File: src/uet_pkg.sv
// uet_pkg: register map, field positions and carrier types of the
// endpoint 0 toggle / flush / count / speed block.
// assumes a 32-bit classic Wishbone bus with byte addresses.
package uet_pkg;
    // register indices; byte address is four times the index
    localparam logic [9:0] IDX_CTRL_HIGH = 10'h103;
    localparam logic [9:0] IDX_RX_COUNT  = 10'h108;
    localparam logic [9:0] IDX_SPEED     = 10'h10A;
    localparam logic [9:0] IDX_MODE      = 10'h110;
    localparam logic [9:0] IDX_READY     = 10'h111;
    localparam logic [9:0] IDX_IRQ_STAT  = 10'h112;
    localparam logic [9:0] IDX_IRQ_MASK  = 10'h113;
    // ep0_control_high fields
    localparam int BIT_FLUSH  = 0;
    localparam int BIT_TOGGLE = 1;
    localparam int BIT_TWE    = 2;
    // ep0_target_speed field
    localparam int SPEED_LSB = 6;
    localparam logic [1:0] SPEED_FULL = 2'h2;
    localparam logic [1:0] SPEED_LOW  = 2'h3;
    // mode register: bit 0 selects host mode
    localparam int BIT_HOST = 0;
    // ready register: bit 0 transmit ready (W1S), bit 1 receive ready
    // (read, write 1 clears)
    localparam int BIT_TRANSMIT_PACKET_READY = 0;
    localparam int BIT_RECEIVE_PACKET_READY = 1;
    // interrupt status / mask layout
    localparam int IRQ_TX_DONE = 0;
    localparam int IRQ_RX_PKT  = 1;
    localparam int IRQ_W       = 2;
    // reset values
    localparam logic [7:0]  RST_BYTE = 8'h00;
    localparam logic [31:0] RST_WORD = 32'h00000000;
    // endpoint 0 fifo depth in bytes
    localparam int EP0_DEPTH = 64;

    // one Wishbone request
    typedef struct packed {
        logic        cyc;
        logic        stb;
        logic        we;
        logic [3:0]  sel;
        logic [11:0] adr;
        logic [31:0] dat;
    } uet_wb_req_type;

    // events from the endpoint 0 packet engine
    typedef struct packed {
        logic tx_done;      // packet sent
        logic rx_pkt;       // packet received completely
        logic rx_byte;      // one byte written into fifo
        logic fifo_pop;     // one byte read out of fifo
        logic toggle_flip;  // toggle advanced after a good transfer
        logic toggle_clear; // toggle reset, e.g. by a setup
    } uet_evt_type;
endpackage

File: src/uet_ep0_ctrl.sv
// uet_ep0_ctrl: endpoint 0 data toggle, fifo flush, received byte count,
// target speed, ready flags and interrupt, behind a Wishbone slave.
// assumes the packet engine drives uet_evt_type pulses on ref_clk_i.
//
// Behaviour
// - host mode: writing one to bit 2 arms toggle write; clears after use
// - host mode: bit 1 of control high reads current data toggle
// - toggle bit write only takes effect while toggle write enable armed
// - writing one to bit 0 flushes packet, pointer and ready flags
// - count register bits 6:0 hold received bytes; bit 7 reads zero
// - received byte count follows fifo contents as they change
// - speed bits 7:6: 10 full, 11 low; 00, 01 reserved
// - software sets transmit ready; hardware clears after send, interrupts
// - hardware sets receive ready on packet reception and interrupts
//
// Our own choice: register access over Wishbone.
`timescale 1ns/1ps
module uet_ep0_ctrl #(
    parameter int DEPTH = uet_pkg::EP0_DEPTH
) (
    input  wire logic                    ref_clk_i,   // 200 MHz clock
    input  wire logic                    resetn_i,    // async reset, low
    input  wire uet_pkg::uet_wb_req_type wb_req_i,    // bus request
    output logic [31:0]                  wb_dat_o,    // read data
    output logic                         wb_ack_o,    // bus answer
    input  wire uet_pkg::uet_evt_type    evt_i,       // engine events
    output logic                         host_mode_o, // host role select
    output logic                         toggle_o,    // data toggle
    output logic [1:0]                   speed_o,     // target speed
    output logic                         tx_ready_o,  // packet loaded
    output logic                         rx_ready_o,  // packet received
    output logic                         flush_o,     // fifo flush pulse
    output logic [6:0]                   count_o,     // bytes in fifo
    output logic                         irq_o        // interrupt level
);
    import uet_pkg::*;

    // refuse depths the 7-bit count cannot hold
    if (DEPTH < 1 || DEPTH > 127) begin : g_bad_depth
        $error("uet_ep0_ctrl: DEPTH must be 1..127");
    end

    localparam logic [6:0] DEPTH_C = 7'(DEPTH);

    // register index decode for a byte address
    function automatic logic hit(input logic [11:0] adr,
                                 input logic [9:0] idx);
        hit = (adr[11:2] == idx);
    endfunction

    logic             ack_r, ack_nxt;
    logic [31:0]      dat_r, dat_nxt;
    logic             host_r, host_nxt;
    logic             toggle_r, toggle_nxt;
    logic             twe_r, twe_nxt;
    logic [1:0]       speed_r, speed_nxt;
    logic             transmit_packet_ready_r, transmit_packet_ready_nxt;
    logic             receive_packet_ready_r, receive_packet_ready_nxt;
    logic             flush_r, flush_nxt;
    logic [6:0]       count_r, count_nxt;
    logic [IRQ_W-1:0] stat_r, stat_nxt;
    logic [IRQ_W-1:0] mask_r, mask_nxt;

    logic       req;
    logic       wr;
    logic       rd;
    logic [7:0] wbyte;
    logic       do_flush;
    logic [IRQ_W-1:0] evt_set;

    // request decode; an access completes at the edge where ack is high
    assign req   = wb_req_i.cyc & wb_req_i.stb;
    assign wr    = req & wb_req_i.we & ack_r & wb_req_i.sel[0];
    assign rd    = req & ~wb_req_i.we & ack_r;
    assign wbyte = wb_req_i.dat[7:0];
    assign do_flush = wr & hit(wb_req_i.adr, IDX_CTRL_HIGH)
                    & wbyte[BIT_FLUSH];

    // interrupt sources
    always_comb begin
        evt_set = '0;
        evt_set[IRQ_TX_DONE] = evt_i.tx_done & transmit_packet_ready_r;
        evt_set[IRQ_RX_PKT]  = evt_i.rx_pkt;
    end

    // bus slave: ack one cycle after request, read data captured then
    always_comb begin
        ack_nxt = req & ~ack_r;
        dat_nxt = dat_r;
        if (req && !ack_r) begin
            dat_nxt = RST_WORD;
            case (wb_req_i.adr[11:2])
                IDX_CTRL_HIGH: begin
                    if (host_r) begin
                        dat_nxt[BIT_TOGGLE] = toggle_r;
                        dat_nxt[BIT_TWE]    = twe_r;
                    end
                end
                IDX_RX_COUNT:  dat_nxt[6:0] = count_r;
                IDX_SPEED:     dat_nxt[SPEED_LSB +: 2] = speed_r;
                IDX_MODE:      dat_nxt[BIT_HOST] = host_r;
                IDX_READY: begin
                    dat_nxt[BIT_TRANSMIT_PACKET_READY] = transmit_packet_ready_r;
                    dat_nxt[BIT_RECEIVE_PACKET_READY] = receive_packet_ready_r;
                end
                IDX_IRQ_STAT:  dat_nxt[IRQ_W-1:0] = stat_r;
                IDX_IRQ_MASK:  dat_nxt[IRQ_W-1:0] = mask_r;
                default:       dat_nxt = RST_WORD;
            endcase
        end
    end

    always_ff @(posedge ref_clk_i or negedge resetn_i) begin
        if (!resetn_i) begin
            ack_r <= 1'b0;
            dat_r <= RST_WORD;
        end else begin
            ack_r <= ack_nxt;
            dat_r <= dat_nxt;
        end
    end

    // configuration: host mode, target speed, interrupt mask
    always_comb begin
        host_nxt  = host_r;
        speed_nxt = speed_r;
        mask_nxt  = mask_r;
        if (wr && hit(wb_req_i.adr, IDX_MODE)) begin
            host_nxt = wbyte[BIT_HOST];
        end
        if (wr && hit(wb_req_i.adr, IDX_SPEED)) begin
            speed_nxt = wbyte[SPEED_LSB +: 2];
        end
        if (wr && hit(wb_req_i.adr, IDX_IRQ_MASK)) begin
            mask_nxt = wbyte[IRQ_W-1:0];
        end
    end

    always_ff @(posedge ref_clk_i or negedge resetn_i) begin
        if (!resetn_i) begin
            host_r  <= 1'b0;
            speed_r <= RST_BYTE[1:0];
            mask_r  <= RST_BYTE[IRQ_W-1:0];
        end else begin
            host_r  <= host_nxt;
            speed_r <= speed_nxt;
            mask_r  <= mask_nxt;
        end
    end

    // data toggle with guarded software write
    always_comb begin
        toggle_nxt = toggle_r;
        twe_nxt    = twe_r;
        if (evt_i.toggle_clear) begin
            toggle_nxt = 1'b0;
        end else if (evt_i.toggle_flip) begin
            toggle_nxt = ~toggle_r;
        end
        if (wr && hit(wb_req_i.adr, IDX_CTRL_HIGH) && host_r) begin
            if (twe_r) begin
                toggle_nxt = wbyte[BIT_TOGGLE];
                twe_nxt    = 1'b0;
            end else if (wbyte[BIT_TWE]) begin
                twe_nxt = 1'b1;
            end
        end
    end

    always_ff @(posedge ref_clk_i or negedge resetn_i) begin
        if (!resetn_i) begin
            toggle_r <= 1'b0;
            twe_r    <= 1'b0;
        end else begin
            toggle_r <= toggle_nxt;
            twe_r    <= twe_nxt;
        end
    end

    // ready flags, flush pulse and received byte count
    always_comb begin
        transmit_packet_ready_nxt = transmit_packet_ready_r;
        receive_packet_ready_nxt = receive_packet_ready_r;
        count_nxt = count_r;
        flush_nxt = do_flush;
        if (evt_i.tx_done) begin
            transmit_packet_ready_nxt = 1'b0;
        end
        if (wr && hit(wb_req_i.adr, IDX_READY)) begin
            if (wbyte[BIT_TRANSMIT_PACKET_READY]) begin
                transmit_packet_ready_nxt = 1'b1;
            end
            if (wbyte[BIT_RECEIVE_PACKET_READY]) begin
                receive_packet_ready_nxt = 1'b0;
            end
        end
        if (evt_i.rx_pkt) begin
            receive_packet_ready_nxt = 1'b1;
        end
        if (evt_i.rx_byte && !evt_i.fifo_pop && count_r < DEPTH_C) begin
            count_nxt = count_r + 7'h01;
        end else if (evt_i.fifo_pop && !evt_i.rx_byte
                     && count_r != 7'h00) begin
            count_nxt = count_r - 7'h01;
        end
        if (do_flush) begin
            transmit_packet_ready_nxt = 1'b0;
            receive_packet_ready_nxt = 1'b0;
            count_nxt = 7'h00;
        end
    end

    always_ff @(posedge ref_clk_i or negedge resetn_i) begin
        if (!resetn_i) begin
            transmit_packet_ready_r <= 1'b0;
            receive_packet_ready_r <= 1'b0;
            count_r <= RST_BYTE[6:0];
            flush_r <= 1'b0;
        end else begin
            transmit_packet_ready_r <= transmit_packet_ready_nxt;
            receive_packet_ready_r <= receive_packet_ready_nxt;
            count_r <= count_nxt;
            flush_r <= flush_nxt;
        end
    end

    // sticky status; a read clears only the bits it returned
    always_comb begin
        stat_nxt = stat_r;
        if (rd && hit(wb_req_i.adr, IDX_IRQ_STAT)) begin
            stat_nxt = stat_r & ~dat_r[IRQ_W-1:0];
        end
        stat_nxt = stat_nxt | evt_set;                           // set wins
    end

    always_ff @(posedge ref_clk_i or negedge resetn_i) begin
        if (!resetn_i) begin
            stat_r <= RST_BYTE[IRQ_W-1:0];
        end else begin
            stat_r <= stat_nxt;
        end
    end

    // outputs
    assign wb_dat_o    = dat_r;
    assign wb_ack_o    = ack_r;
    assign host_mode_o = host_r;
    assign toggle_o    = toggle_r;
    assign speed_o     = speed_r;
    assign tx_ready_o  = transmit_packet_ready_r;
    assign rx_ready_o  = receive_packet_ready_r;
    assign flush_o     = flush_r;
    assign count_o     = count_r;
    assign irq_o       = |(stat_r & mask_r);
endmodule

File: config.mk
export PLATFORM = sky130hd
export DESIGN_NAME = uet_ep0_ctrl
export DESIGN_NICKNAME = d
export VERILOG_FILES = /design/src/uet_pkg.sv /design/src/uet_ep0_ctrl.sv
export SDC_FILE = /design/constraint.sdc
export NUM_CORES = 1
export LEC_CHECK = 0
export ABC_CLOCK_PERIOD_IN_PS = 5740
export BUFFER_PORTS_ARGS = -buffer_cell sky130_fd_sc_hd__clkbuf_2
export CAP_MARGIN = 20
export CORE_UTILIZATION = 47
export CTS_CLUSTER_SIZE = 14
export DETAILED_ROUTE_END_ITERATION = 8
export MAX_ROUTING_LAYER = met4
export PLACE_DENSITY_LB_ADDON = 0.05
export SLEW_MARGIN = 10
export SYNTH_ARGS = -nofsm -noshare
export SYNTH_HDL_FRONTEND = slang
export SYNTH_SLANG_ARGS = --single-unit
File: constraint.sdc
create_clock -name ref_clk_i -period 5.74 [get_ports ref_clk_i]
set_input_delay 1.722 -clock ref_clk_i [delete_from_list [all_inputs] [get_ports ref_clk_i]]
set_output_delay 1.722 -clock ref_clk_i [all_outputs]
set_load 0.1 [all_outputs]
Word-level counts from Yosys, hierarchy flattened
Cells that the tools add are included.
{"block": "totals", "ff_bits": 28, "inputBits": 59, "out_inout_bits": 48, "wordCells": 85}
{"block": "classes", "addsub": 2, "n_lt_le_gt_ge": 1, "n_eq_ne": 7, "n_mux": 25, "bitwise": 17, "n_reduce_logical": 21}
{"operator": "== test 10 x 9 -> 1 bit (second input constant)", "count": 7}
{"operator": "2-to-1 mux 7 bit", "count": 3}
{"operator": "2-to-1 mux 1 bit", "count": 15}
{"operator": "logical AND 1 bit", "count": 12}
{"operator": "AND 1 bit", "count": 10}
{"operator": "case mux 1 bit (5 select lines)", "count": 2}
{"operator": "nonzero test 3 bit", "count": 3}
{"operator": "adder 7 x 1 -> 7 bit (second input constant)", "count": 1}
{"operator": "< comparator 7 bit (second input constant)", "count": 1}
{"operator": "nonzero test 7 bit", "count": 1}
{"operator": "subtractor 7 x 1 -> 7 bit (second input constant)", "count": 1}
{"operator": "AND 2 bit", "count": 2}
{"operator": "2-to-1 mux 2 bit", "count": 2}
{"operator": "case mux 1 bit (2 select lines)", "count": 2}
{"operator": "zero test 1 bit", "count": 3}
{"operator": "2-to-1 mux 3 bit", "count": 1}
{"operator": "inverter 1 bit", "count": 3}
{"operator": "inverter 2 bit", "count": 1}
{"operator": "OR 2 bit", "count": 1}
{"operator": "AND reduction 2 bit", "count": 1}
{"operator": "OR reduction 2 bit", "count": 1}

Depth between registers and ports, before layout
{"block": "logic_depth", "word_depth": 8, "ltp_mapped": 9, "ltp_nobuf": 8}

Least setup slack after synthesis
No wires, ideal clock.
{"block": "synth_path", "path_kind": "in2reg", "startpoint": "input port evt_i[2] (netlist name)", "endpoint": "register count_r[6], in the netlist count_o[6]", "setup_ns": 0.127, "t_arrival_ns": 3.559, "required_time_ns": 5.613, "path_slack_ns": 2.054, "path_stages": 8, "n_path_buf": 1, "path_cell_list": "or3b_2 -> clkbuf_1 -> ha_1 -> nor2b_1 -> o31a_1 -> o32ai_1 -> mux2i_1 -> a21oi_1"}
{"block": "synth_between", "elab_chain_cells": 5, "word_cells_on_any_way": 8, "cone_classes": "mux: 2; reduce/logical: 6"}
{"item": "from (decl)", "line_no": "uet_ep0_ctrl.sv:26", "text": "input wire uet_pkg::uet_evt_type evt_i,"}
{"item": "zero test 1 bit", "line_no": "uet_ep0_ctrl.sv:200", "text": "if (evt_i.rx_byte && !evt_i.fifo_pop && count_r < DEPTH_C) begin"}
{"item": "logical AND 1 bit (2 in series)", "line_no": "uet_ep0_ctrl.sv:200"}
{"item": "2-to-1 mux 7 bit", "line_no": "uet_ep0_ctrl.sv:200"}
{"item": "2-to-1 mux 7 bit", "line_no": "uet_ep0_ctrl.sv:206", "text": "if (do_flush) begin"}
{"item": "to (signal assigned)", "line_no": "uet_ep0_ctrl.sv:217", "text": "count_r <= RST_BYTE[6:0];"}
{"item": "to (signal assigned)", "line_no": "uet_ep0_ctrl.sv:222", "text": "count_r <= count_nxt;"}
{"item": "to (decl)", "line_no": "uet_ep0_ctrl.sv:60", "text": "logic [6:0] count_r, count_nxt;"}
Several ways; a longest one is shown, not always the timed one.
A chain may end at the register's enable or synchronous reset.

Worst setup path after layout
Same ends and word-level chain as after synthesis.

==> results.py <==
metrics = {
    "pwr": {
        "cellPowerDensity_nw_per_um2": 436,
        "p_leak_uw": 0.00104,
        "peakVddDrop_mv": 0.396,
        "p_total_uw": 901,
    },
    "floorplan": {
        "initial_utilization_pct": 49.5,
        "die_h_um": 64.6,
        "core-area_sq_um": 3720,
        "io-pin-count": 107,
        "die_area_sq_um": 4170,
        "num_rows": 22,
        "dieWidth_um": 64.6,
    },
    "placement": {
        "dp_slack_ns": 1.88,
        "dp.cells": 282,
        "gp_congestion": 0.867,
        "hpwl_mm": 2.88,
        "numPortBuffers": 50,
    },
    "timing": {
        "finalCriticalPeriod_ns": 3.57,
        "rsz0062_at_grt": "no",
        "setup_ws_ns": 2.17,
        "slew_headroom_pct": 54.3,
        "setup_violations": 0,
        "final_hold_viol_count": 0,
        "worst_pin_slew_ns": 0.686,
        "tns_ns": 0,
        "fmax_mhz": 280,
        "maxSlewViolCount": 0,
        "fin_crit_sh_pct": 62.2,
        "finClkSkew_ns": 0.00530,
    },
    "worst_setup_path": {
        "worstSetupEndpointType": "flop",
        "critical_path_required_ns": 5.89,
        "cp.arrival_ns": 3.72,
        "r2r_slack_ns": 3.26,
        "path_max_fanout": 9,
        "path_class": "primary input to flop",
        "cp-start-kind": "primary input",
    },
    "route": {
        "drt-total-wl_mm": 3.79,
        "antenna_left": 0,
        "num_vias": 1520,
        "wl_per_cell_um": 13.2,
        "drc": 0,
        "drt_iter0_drc": 69,
        "first_pass_iters": 4,
        "viasPerCell": 5.31,
    },
    "cts": {
        "clk_pin_slew_ns": 0.09,
        "cts_setup_buffers": 0,
        "cts.sinks": 28,
        "clockRootBuffer": "clkbuf_8",
        "clkLatencyLatePin_ns": 0.27,
        "cts_max_path_buffers": 2,
        "cts_tree": "built",
        "cts_buffers": 3,
        "postCtsHoldBufs": 0,
        "cts.repair.resized": 0,
        "htree_levels": 1,
    },
    "finish": {
        "final_util_pct": 55.7,
        "area_growth_pct": 12.4,
        "final_cells": 286,
        "nets": 305,
        "antenna_cells": 0,
        "final_cell_mix": "clkbuf_2 (50), dfrtp_1 (28), conb_1 (24)",
        "final_common_cell": "clkbuf_2",
        "drive_above_1_share_pct": 26.9,
    },
    "global_routing": {
        "grt_max_degree": 29,
        "grt_overflow_total": 0,
        "grt.total_usage_pct": 20.5,
        "grt_pass1_vias": 1371,
        "antenna_found_initial": 0,
        "grt_first_pass_wirelength_mm": 6.40,
    },
    "yosys": {
        "ys.flop_type": "dfrtp_1",
        "synth_area_leaders": "dfrtp_1 (38%), buf_4 (10%), ha_1 (4.1%)",
        "synth_seq_area_share_pct": 38.1,
        "synth_top_area_share_pct": 38.1,
        "yosysTopAreaCell": "dfrtp_1",
        "async_reset_ff_share_pct": 100,
        "synth-edff-count": 0,
        "ys_ff_latch": 28,
        "synth_cell_types": 53,
        "netlist_area_sq_um": 1840,
        "yosys_warnings": 0,
        "syn_area_per_cell_sq_um": 9.58,
        "synthCells": 192,
    },
    "hold_path": {
        "hp-class": "flop to flop",
    },
    "status": {
        "status": "completed",
    },
    "run": {
        "maxCapViolCount": 0,
    },
}
==> state kept, by name, indices dropped and copies added, names as in the netlist <==
name,count
twe_r,1
wb_dat_o,8
toggle_o,1
tx_ready_o,1
stat_r,2
wb_ack_o,1
speed_o,2
mask_r,2
host_mode_o,1
rx_ready_o,1
flush_o,1
count_o,7
==> critical path, cell delays in order <==
cell and delay, ns:
clkbuf_2 0.10, or3b_2 0.60, ha_1 0.38, nor2b_1 0.16, o31a_1 0.27, o32ai_1 0.18, mux2i_1 0.22, a21oi_1 0.08
==> metal layers <==
layer | wire (um) | global-route usage (%)
met1 | 1760 | 28.0
met2 | 1740 | 31.4
met3 | 273 | 3.87
met4 | 15 | 4.72
met5 | 0 | -
==> stage by stage <==
step | hold slack, ns | instance area (sq um)
after floorplan | 0.469 | 1930
after global placement | 0.454 | 2010
after detailed placement | 0.472 | 2010
after CTS | 0.494 | 2070
after global routing | 0.513 | 2070
final | 0.487 | 2070
==> synthesized netlist by cell type, drive strengths merged (2+ instances only) <==
cell     n
dfrtp   28
buf     27
nand2   16
nor2    12
a21oi    9
nand3    8
o21ai    7
ha       6
inv      6
mux2     6
a22o     5
clkbuf   4
mux2i    4
nand2b   4
and3     3
nand3b   3
nor4     3
xnor2    3
a21o     2
nand4    2
nor3     2
nor3b    2
nor4b    2
o21a     2
o31a     2
or3      2
or3b     2
or4      2
==> worst paths after layout <==
path                                    end         from  cells past startpoint
worst max-delay path             count_o[6]     evt_i[2]                      8
worst min-delay path            wb_dat_o[7]  wb_dat_o[7]                      2
worst max register to register   count_o[6]   count_o[6]                      7
worst min register to register  wb_dat_o[7]  wb_dat_o[7]                      2
max in group asynchronous       wb_dat_o[0]     resetn_i                      1
min in group asynchronous             twe_r     resetn_i                      1
==> where the power goes <==
group	leakage, uW	internal, uW	total, uW	switching, uW
clock network	0.0000288	61.4	121	59.5
registers	0.000358	224	271	46.9
logic	0.000649	120	509	389
total	0.00104	406	901	495
==> layout make-up <==
| class | count | area [sq um] |
|---|---|---|
| fill | 352 | 1650 |
| multi-input combinational | 150 | 980 |
| sequential | 28 | 701 |
| timing repair buffer | 50 | 250 |
| tap | 48 | 60.1 |
| clock buffer | 4 | 55.1 |
| inverter | 6 | 22.5 |
==> cell families (layout without fill, tap and decap cells) <==
kind of cell | after synthesis | count (layout) | synth area share, %
AO/OA/AOI/OAI | 36 | 36 | 13.5
XOR/XNOR | 4 | 4 | 1.91
adder cells (fa/ha/maj) | 7 | 7 | 5.17
buffers and inverters | 37 | 60 | 13.3
flip-flops | 28 | 28 | 38.1
multiplexers | 11 | 11 | 7.07
other | 1 | 24 | 0.204
AND/OR/NAND/NOR | 68 | 68 | 20.7
Power figures use the tool's default switching activity.
